===== config.mk =====
export PLATFORM = sky130hd
export DESIGN_NAME = ofs_supervisor
export DESIGN_NICKNAME = d
export VERILOG_FILES = /design/src/design/ofs_pkg.sv /design/src/design/ofs_supervisor.sv
export VERILOG_INCLUDE_DIRS = /design/src /design/src/design
export SDC_FILE = /design/constraint.sdc
export NUM_CORES = 1
export LEC_CHECK = 0
export ABC_AREA = 1
export BUFFER_PORTS_ARGS = -buffer_cell sky130_fd_sc_hd__buf_2
export CAP_MARGIN = 10
export CORE_ASPECT_RATIO = 0.6
export CORE_MARGIN = 10
export CORE_UTILIZATION = 30
export CTS_BUF_LIST = sky130_fd_sc_hd__clkbuf_8
export DETAILED_ROUTE_END_ITERATION = 16
export HOLD_SLACK_MARGIN = 0.1
export PLACE_DENSITY_LB_ADDON = 0.2
export RECOVER_POWER = 50
export SLEW_MARGIN = 20
export SYNTH_ARGS = -nofsm -noshare
export SYNTH_HDL_FRONTEND = slang
export SYNTH_SLANG_ARGS = --single-unit

===== constraint.sdc =====
create_clock -name ref_clk -period 1.5 [get_ports ref_clk]
set_input_delay 0.3 -clock ref_clk [delete_from_list [all_inputs] [get_ports ref_clk]]
set_output_delay 0.3 -clock ref_clk [all_outputs]
set_load 0.02 [all_outputs]

===== src/design/ofs_map.svh =====
`ifndef OFS_MAP_SVH
`define OFS_MAP_SVH

// Register byte offsets
`define OFS_CTRL_OFS      4'h0
`define OFS_STATUS_OFS    4'h4
`define OFS_IRQ_STAT_OFS  4'h8
`define OFS_IRQ_MASK_OFS  4'hc

// Control fields
`define OFS_CTRL_MODE_LSB 0
`define OFS_CTRL_MODE_MSB 1
`define OFS_CTRL_RESET    2'h0

// Status and interrupt bit positions
`define OFS_EV_OV_CORE    0
`define OFS_EV_OV_AUX     1
`define OFS_EV_UV         2
`define OFS_EV_DISC       3
`define OFS_EV_OC         4
`define OFS_EV_PG_FALL    5
`define OFS_EV_W          6
`define OFS_ST_PG         6
`define OFS_ST_MASKED     7
`define OFS_ST_W          8

// Protection mask hold after a live transition, in clock cycles
`define OFS_MASK_CYC      5'h10

`endif


===== src/design/ofs_pkg.sv =====
package ofs_pkg;

	typedef enum logic [1:0] {
		OFS_SERIAL,
		OFS_PARALLEL,
		OFS_FIXED
	} ofs_mode_e;

	typedef logic [1:0] ofs_pair_t;

endpackage : ofs_pkg


===== src/design/ofs_supervisor.sv =====
// Functional notes
// - Overvoltage source: reference+250mV in serial/parallel, pin if host off, 1.8V fixed.
// - Overvoltage section: phase low, driver enable high, fault pin high, latched.
// - Other section on overvoltage: phase high impedance, driver enable low, latched.
// - Undervoltage at reference-400mV, armed above 500mV; latch both sections hiz, fault.
// - Power good is core AND aux flags in serial, core flag alone in parallel.
// - Section flag drops at reference-250mV; sections keep switching, power good low.
// - Power good held low until soft-start completes.
// - Power good masked while core is off and aux still runs.
// - Live transitions mask all but overcurrent, plus 16 cycles after their end.
// - Protections stay active during soft-start.
// - Core positive-sense disconnection (600mV) latches high impedance and fault.
// - Ground-loss amplifier difference over 500mV latches high impedance and fault.
// - Aux disconnection checks apply in serial mode only, same latched action.
// - Overcurrent acts like undervoltage; core checks per phase and total.
// - Overcurrent during a live transition still latches and disables.
//
// Our own choices: the placing of the registers and the Avalon-MM register port.
`include "ofs_map.svh"
`timescale 1ns/10ps
`default_nettype none

module ofs_supervisor (
	input  wire logic        ref_clk,
	input  wire logic        nrst,
	input  wire logic [3:0]  avs_address,
	input  wire logic        avs_read,
	input  wire logic        avs_write,
	input  wire logic [31:0] avs_writedata,
	output logic      [31:0] avs_readdata,
	output logic             avs_waitrequest,
	input  wire logic [1:0]  pwm_in,
	input  wire logic [1:0]  ov_ref_cmp,
	input  wire logic [1:0]  ov_pin_cmp,
	input  wire logic [1:0]  ov_fix_cmp,
	input  wire logic [1:0]  uv_cmp,
	input  wire logic [1:0]  pg_low_cmp,
	input  wire logic [1:0]  pos_disc_cmp,
	input  wire logic [1:0]  neg_disc_cmp,
	input  wire logic [2:0]  oc_cmp,
	input  wire logic        ref_above_min,
	input  wire logic        live_voltage_transition,
	input  wire logic        soft_start_done,
	input  wire logic        core_off_cmd,
	input  wire logic        aux_running,
	input  wire logic        host_if_disable,
	output logic      [1:0]  phase_out,
	output logic      [1:0]  phase_oe,
	output logic      [1:0]  driver_enable,
	output logic             fault_out,
	output logic             power_ok_out,
	output logic             power_ok_oe,
	output logic             irq
);

	localparam int SW = 23;
	logic [SW-1:0] s1_reg;
	logic [SW-1:0] s2_reg;
	logic [SW-1:0] s3_reg;
	logic [SW-1:0] filt_reg;
	logic [SW-1:0] raw;
	logic [1:0]    ov_ref_f;
	logic [1:0]    ov_pin_f;
	logic [1:0]    ov_fix_f;
	logic [1:0]    uv_f;
	logic [1:0]    pg_low_f;
	logic [1:0]    pos_f;
	logic [1:0]    neg_f;
	logic [2:0]    oc_f;
	logic          ref_ok_f;
	logic          trans_f;
	logic          ss_done_f;
	logic          core_off_f;
	logic          aux_run_f;
	logic          host_dis_f;

	ofs_pkg::ofs_mode_e mode;
	logic [1:0]         ctrl_reg;
	logic [4:0]         mask_cnt_reg;
	logic               prot_mask;
	logic               serial;
	logic [1:0]         ov_sel;
	logic [1:0]         ov_det;
	logic               uv_det;
	logic               disc_det;
	logic               oc_det;
	logic [1:0]         ov_lat_reg;
	logic               uv_lat_reg;
	logic               disc_lat_reg;
	logic               oc_lat_reg;
	logic               hiz_lat;
	logic [1:0]         section_ok_flag;
	logic               pg_reg;
	logic               pg_next;
	logic               pg_freeze;
	logic [`OFS_EV_W-1:0] ev;
	logic [`OFS_EV_W-1:0] irq_stat_reg;
	logic [`OFS_EV_W-1:0] irq_mask_reg;
	logic [`OFS_EV_W-1:0] w1c;
	logic                 acc;
	logic                 wr_hit;
	logic [31:0]          rd_mux;

	function automatic logic [31:0] zx(input logic [7:0] v);
		return {24'h000000, v};
	endfunction : zx
	// Pins pass three flops; a change counts once stages 2 and 3 agree
	assign raw = {ov_ref_cmp, ov_pin_cmp, ov_fix_cmp, uv_cmp, pg_low_cmp,
		pos_disc_cmp, neg_disc_cmp, oc_cmp, ref_above_min,
		live_voltage_transition, soft_start_done, core_off_cmd,
		aux_running, host_if_disable};

	always_ff @(posedge ref_clk or negedge nrst) begin
		if (!nrst) begin
			s1_reg   <= '0;
			s2_reg   <= '0;
			s3_reg   <= '0;
			filt_reg <= '0;
		end else begin
			s1_reg   <= raw;
			s2_reg   <= s1_reg;
			s3_reg   <= s2_reg;
			filt_reg <= (s3_reg & ~(s2_reg ^ s3_reg))
				| (filt_reg & (s2_reg ^ s3_reg));
		end
	end

	assign {ov_ref_f, ov_pin_f, ov_fix_f, uv_f, pg_low_f, pos_f, neg_f, oc_f,
		ref_ok_f, trans_f, ss_done_f, core_off_f, aux_run_f,
		host_dis_f} = filt_reg;

	assign mode   = ofs_pkg::ofs_mode_e'(ctrl_reg);
	assign serial = (mode != ofs_pkg::OFS_PARALLEL);

	always_comb begin
		unique case (mode)
			ofs_pkg::OFS_SERIAL,
			ofs_pkg::OFS_PARALLEL: ov_sel = host_dis_f ? ov_pin_f : ov_ref_f;
			ofs_pkg::OFS_FIXED:    ov_sel = ov_fix_f;
			default:               ov_sel = ov_fix_f;
		endcase
	end

	always_ff @(posedge ref_clk or negedge nrst) begin
		if (!nrst)
			mask_cnt_reg <= 5'h00;
		else if (trans_f)
			mask_cnt_reg <= `OFS_MASK_CYC;
		else if (mask_cnt_reg != 5'h00)
			mask_cnt_reg <= mask_cnt_reg - 5'h01;
	end

	assign prot_mask = trans_f || (mask_cnt_reg != 5'h00);

	assign uv_det = (|uv_f) && ref_ok_f && !prot_mask;
	assign ov_det = ov_sel & {2{!prot_mask}};
	assign disc_det = !prot_mask && (pos_f[0] || neg_f[0]
		|| (mode == ofs_pkg::OFS_SERIAL && (pos_f[1] || neg_f[1])));
	assign oc_det = |oc_f;

	always_ff @(posedge ref_clk or negedge nrst) begin
		if (!nrst) begin
			ov_lat_reg   <= 2'h0;
			uv_lat_reg   <= 1'b0;
			disc_lat_reg <= 1'b0;
			oc_lat_reg   <= 1'b0;
		end else begin
			ov_lat_reg   <= ov_lat_reg | ov_det;
			uv_lat_reg   <= uv_lat_reg | uv_det;
			disc_lat_reg <= disc_lat_reg | disc_det;
			oc_lat_reg   <= oc_lat_reg | oc_det;
		end
	end

	assign hiz_lat = uv_lat_reg || disc_lat_reg || oc_lat_reg;

	always_ff @(posedge ref_clk or negedge nrst) begin
		if (!nrst) begin
			phase_out     <= 2'h0;
			phase_oe      <= 2'h0;
			driver_enable <= 2'h0;
			fault_out     <= 1'b0;
		end else begin
			for (int i = 0; i < 2; i++) begin
				if (ov_lat_reg[i]) begin
					phase_out[i]     <= 1'b0;
					phase_oe[i]      <= 1'b1;
					driver_enable[i] <= 1'b1;
				end else if ((|ov_lat_reg) || hiz_lat) begin
					phase_out[i]     <= 1'b0;
					phase_oe[i]      <= 1'b0;
					driver_enable[i] <= 1'b0;
				end else begin
					phase_out[i]     <= pwm_in[i];
					phase_oe[i]      <= 1'b1;
					driver_enable[i] <= 1'b1;
				end
			end
			fault_out <= (|ov_lat_reg) || hiz_lat;
		end
	end

	assign section_ok_flag = ~pg_low_f;
	assign pg_freeze = prot_mask || (core_off_f && aux_run_f);

	always_comb begin
		if (!ss_done_f)
			pg_next = 1'b0;
		else if (pg_freeze)
			pg_next = pg_reg;
		else if (serial)
			pg_next = &section_ok_flag;
		else
			pg_next = section_ok_flag[0];
	end

	always_ff @(posedge ref_clk or negedge nrst) begin
		if (!nrst) begin
			pg_reg       <= 1'b0;
			power_ok_oe  <= 1'b1;
			power_ok_out <= 1'b0;
		end else begin
			pg_reg       <= pg_next;
			power_ok_oe  <= !pg_next;
			power_ok_out <= 1'b0;
		end
	end

	// Interrupt events and bus
	assign ev = {pg_reg && !pg_next, oc_det && !oc_lat_reg,
		disc_det && !disc_lat_reg, uv_det && !uv_lat_reg,
		ov_det & ~ov_lat_reg};
	assign acc    = (avs_read || avs_write) && avs_waitrequest;
	assign wr_hit = avs_write && !avs_waitrequest;
	assign w1c = (wr_hit && avs_address == `OFS_IRQ_STAT_OFS)
		? avs_writedata[`OFS_EV_W-1:0] : '0;

	always_ff @(posedge ref_clk or negedge nrst) begin
		if (!nrst)
			irq_stat_reg <= '0;
		else
			irq_stat_reg <= (irq_stat_reg & ~w1c) | ev;
	end

	always_ff @(posedge ref_clk or negedge nrst) begin
		if (!nrst) begin
			ctrl_reg     <= `OFS_CTRL_RESET;
			irq_mask_reg <= '0;
		end else if (wr_hit) begin
			if (avs_address == `OFS_CTRL_OFS)
				ctrl_reg <= avs_writedata[`OFS_CTRL_MODE_MSB:`OFS_CTRL_MODE_LSB];
			if (avs_address == `OFS_IRQ_MASK_OFS)
				irq_mask_reg <= avs_writedata[`OFS_EV_W-1:0];
		end
	end

	always_comb begin
		unique case (avs_address)
			`OFS_CTRL_OFS:     rd_mux = zx({6'h00, ctrl_reg});
			`OFS_STATUS_OFS:   rd_mux = zx({prot_mask, pg_reg, 1'b0, oc_lat_reg,
				disc_lat_reg, uv_lat_reg, ov_lat_reg});
			`OFS_IRQ_STAT_OFS: rd_mux = zx({2'h0, irq_stat_reg});
			`OFS_IRQ_MASK_OFS: rd_mux = zx({2'h0, irq_mask_reg});
			default:           rd_mux = 32'h00000000;
		endcase
	end

	always_ff @(posedge ref_clk or negedge nrst) begin
		if (!nrst) begin
			avs_waitrequest <= 1'b1;
			avs_readdata    <= 32'h00000000;
			irq             <= 1'b0;
		end else begin
			avs_waitrequest <= !acc;
			if (acc && avs_read)
				avs_readdata <= rd_mux;
			irq <= |((irq_stat_reg | ev) & ~w1c & irq_mask_reg) || |(ev & irq_mask_reg);
		end
	end
endmodule : ofs_supervisor

`default_nettype wire


==> flow_summary_export.csv <==
group,metric,value,unit
routing,vias_per_cell,3.997,
floorplanning,io_pins,108,
cts,cts-root-buf,"clkbuf_8",
pwr,irDropWorstVdd,0.0005673,V
routing,wire_per_inst,12.99,um
routing,vias,3030,
routing,drtAntennaViolNets,0,
critical_path,crit_type,"register to register",
cts,clk-insertion-delay-late,0.43,ns
timing,fin_crit_sh,0.9957,
timing,maxSlewViolCount,0,
synth,yosys.area.top_type_share,0.6819,
timing,worstMarginPinSlew,0.8376,ns
timing,hold_viol,0,
synth,yosysWarningCount,0,
critical_path,worstReg2RegStart,"mask_cnt_reg[1]",
final_layout,n_antenna_cell,0,
global_route,antenna_found_initial,1,
routing,drc,0,
floorplanning,rows,35,
routing,wirelength,9849,um
floorplanning,chipHeight,118.1,um
cts,cts_sinks,133,
placement,io_buffers,56,
floorplanning,die-area,21650,um2
cts,htree_levels,4,
global_route,grt_pass1_wl,16620,um
critical_path,critPathLaunch,"mask_cnt_reg[1]",
synth,netlist-cell-type-count,31,
final_layout,area_growth_syn_to_layout,30.06,%
pwr,power_density,1439,nW/um2
timing,setup_slack,0.006437,ns
timing,period_minus_slack,1.494,ns
pwr,power.total,8.994,mW
timing,tns,0,ns
critical_path,cp-end-kind,"register",
floorplanning,initial_core_util,0.3092,
routing,drt_iter0_drc,196,
timing,setup_viol,0,
timing,fmax,669.5,MHz
routing,drt_pass1_iterations,4,
critical_path,crit_required,1.86,ns
placement,dp_hpwl,7245,um
global_route,first_global_vias,3303,
min_path,hold_class,"input pin to register",
global_route,grt_use_total,0.09610,
critical_path,cp_data_arrival_time,1.86,ns
run,maxCapViolations,0,
global_route,grt_max_degree,49,
floorplanning,core_area,15550,um2
placement,gp_congestion,0.8350,
synth,syn_inst,408,
timing,skew,0.01346,ns
synth,yosysTopAreaCell,"dfrtp_1",
synth,synth_area_per_cell,11.78,um2
min_path,min_from,"avs_writedata[4]",
critical_path,start_kind,"register",
floorplanning,dieWidth,183.4,um
placement,dp_slack,-0.1333,ns
cts,cts_tree,"yes",
synth,ys_top_cells_by_area,"dfrtp_1 68%, nand2_1 5.5%, maj3_1 4.8%",
final_layout,nets,609,
synth,mappedNetlistArea,4807,um2
critical_path,worstPathMaxFanout,6,
timing,rsz0062_at_grt,"true",
cts,cts_buffer_depth,2,
timing,slew-limit-headroom,0.4416,
outcome,status,"completed",
pwr,leakage,3.011,nW
final_layout,drive_above_1_share,0.2649,
synth,ys_ff_latch,133,
cts,numCtsBuffers,17,
global_route,overflow,0,
cts,path_clk_slew,0.08,ns
synth,synth_sequential_area_ratio,0.6929,
[layer usage]
layer | GRT usage | wire length (um) | up-vias | share of wire
li1 | - | - | 1526 | -
met1 | 0.1410 | 5450 | 1417 | 0.55
met2 | 0.1211 | 3736 | 81 | 0.38
met3 | 0.03884 | 631 | 4 | 0.064
met4 | 0.03366 | 17 | 2 | 0.0017
met5 | 0 | 13 | - | 0.0013
[metrics by stage]
step	area [um2]	util	cells	hold slack [ns]
finish	6252	0.4022	758	0.1438
floorplan	4897	-	432	0.004409
global placement	5465	0.3515	691	0.2066
CTS	6212	0.3996	755	0.1088
global route	6252	0.4022	758	0.1147
detailed placement	5465	0.3515	691	0.2071
[cell families after synthesis]
kind of cell	after synthesis	share of synthesized area
DFF	133	0.6929
adders and majority gates	25	0.05310
buffers and inverters	80	0.08537
muxes	1	0.002342
and+or+nand+nor	128	0.1197
other	1	0.0007801
AOI/OAI and AO/OA	40	0.04581
[path summary, 6_finish.rpt]
path                            cells past startpoint  slack, ns              end
min in group asynchronous                           2       0.50        s1_reg[5]
max in group asynchronous                           3       0.24      power_ok_oe
worst min-delay path                                2       0.14  irq_mask_reg[4]
worst max register to register                     13      0.006              irq
worst max-delay path                               13      0.006              irq
worst min register to register                      0       0.35        s2_reg[4]
[critical path, cell delays in order, from the launching register on]
cell	delay (ns)
dfrtp_1	0.40
inv_2	0.08
ha_4	0.13
inv_2	0.04
nor2_4	0.13
nand3_4	0.12
inv_6	0.10
buf_6	0.10
nand3_4	0.06
nand2_2	0.06
nand2_1	0.05
nand2_1	0.06
nor2_1	0.04
nand3_1	0.05
[area by class of cell]
| type | count | area [um2] |
|---|---|---|
| clock inverters | 14 | 150.1 |
| well taps | 203 | 254.0 |
| repair buffers | 121 | 875.8 |
| clock buffers | 18 | 247.7 |
| multi-input cells | 219 | 1201 |
| inverters | 50 | 192.7 |
| flip-flops and latches | 133 | 3331 |
| fillers | 1506 | 9294 |
[placed cells by master, fill, tap and decap left out, types with 2 or more instances in the layout]
master	synthesis	final
o21ai_0	26	26
conb_1	1	25
clkbuf_8	0	18
a21oi_1	3	3
maj3_1	23	23
nor2_1	21	20
bufinv_16	0	2
nand4_1	7	7
nand3_2	4	3
o22ai_1	2	2
inv_1	48	46
clkinv_4	0	2
nand3_4	1	3
dlygate4sd3_1	0	29
dfrtp_1	131	131
nor3_1	2	2
nand2_1	71	69
o21ai_1	2	2
dfstp_2	2	2
inv_6	0	6
inv_2	2	4
nand2_2	1	3
clkinvlp_4	0	2
nand3_1	15	14
buf_6	1	2
a31oi_1	3	3
nor2_2	5	5
clkinv_2	0	2
buf_4	27	33
buf_2	1	54
buf_12	0	2
[where the power goes]
group,switching (mW),leakage (nW),internal (mW)
clock,1.44,0.202,1.54
combinational,1.00,1.25,0.714
sequential,0.267,1.56,4.03
[cells in the mapped netlist]
library cell	n
dfrtp_1	131
nand2_1	71
inv_1	48
buf_4	27
o21ai_0	26
maj3_1	23
nor2_1	21
nand3_1	15
nand4_1	7
nor2_2	5
nand3_2	4
a21oi_1	3
a31oi_1	3
dfstp_2	2
ha_1	2
inv_2	2
nor3_1	2
o21ai_1	2
o22ai_1	2
a21o_1	1
a311oi_1	1
a32o_1	1
and2_1	1
buf_2	1
buf_6	1
clkbuf_1	1
conb_1	1
mux2_2	1
nand2_2	1
nand3_4	1
o31ai_1	1
[timing repair]
item                                    in CTS  in global routing
hold buffers                                29                  0
setup buffers                                3                  3
endpoints found under the setup margin       4                  6
pin swaps                                    2                  2
resized for setup                           10                  7
hold endpoints to repair                   158                  0
Note: power is estimated with default switching activity, not from simulation.
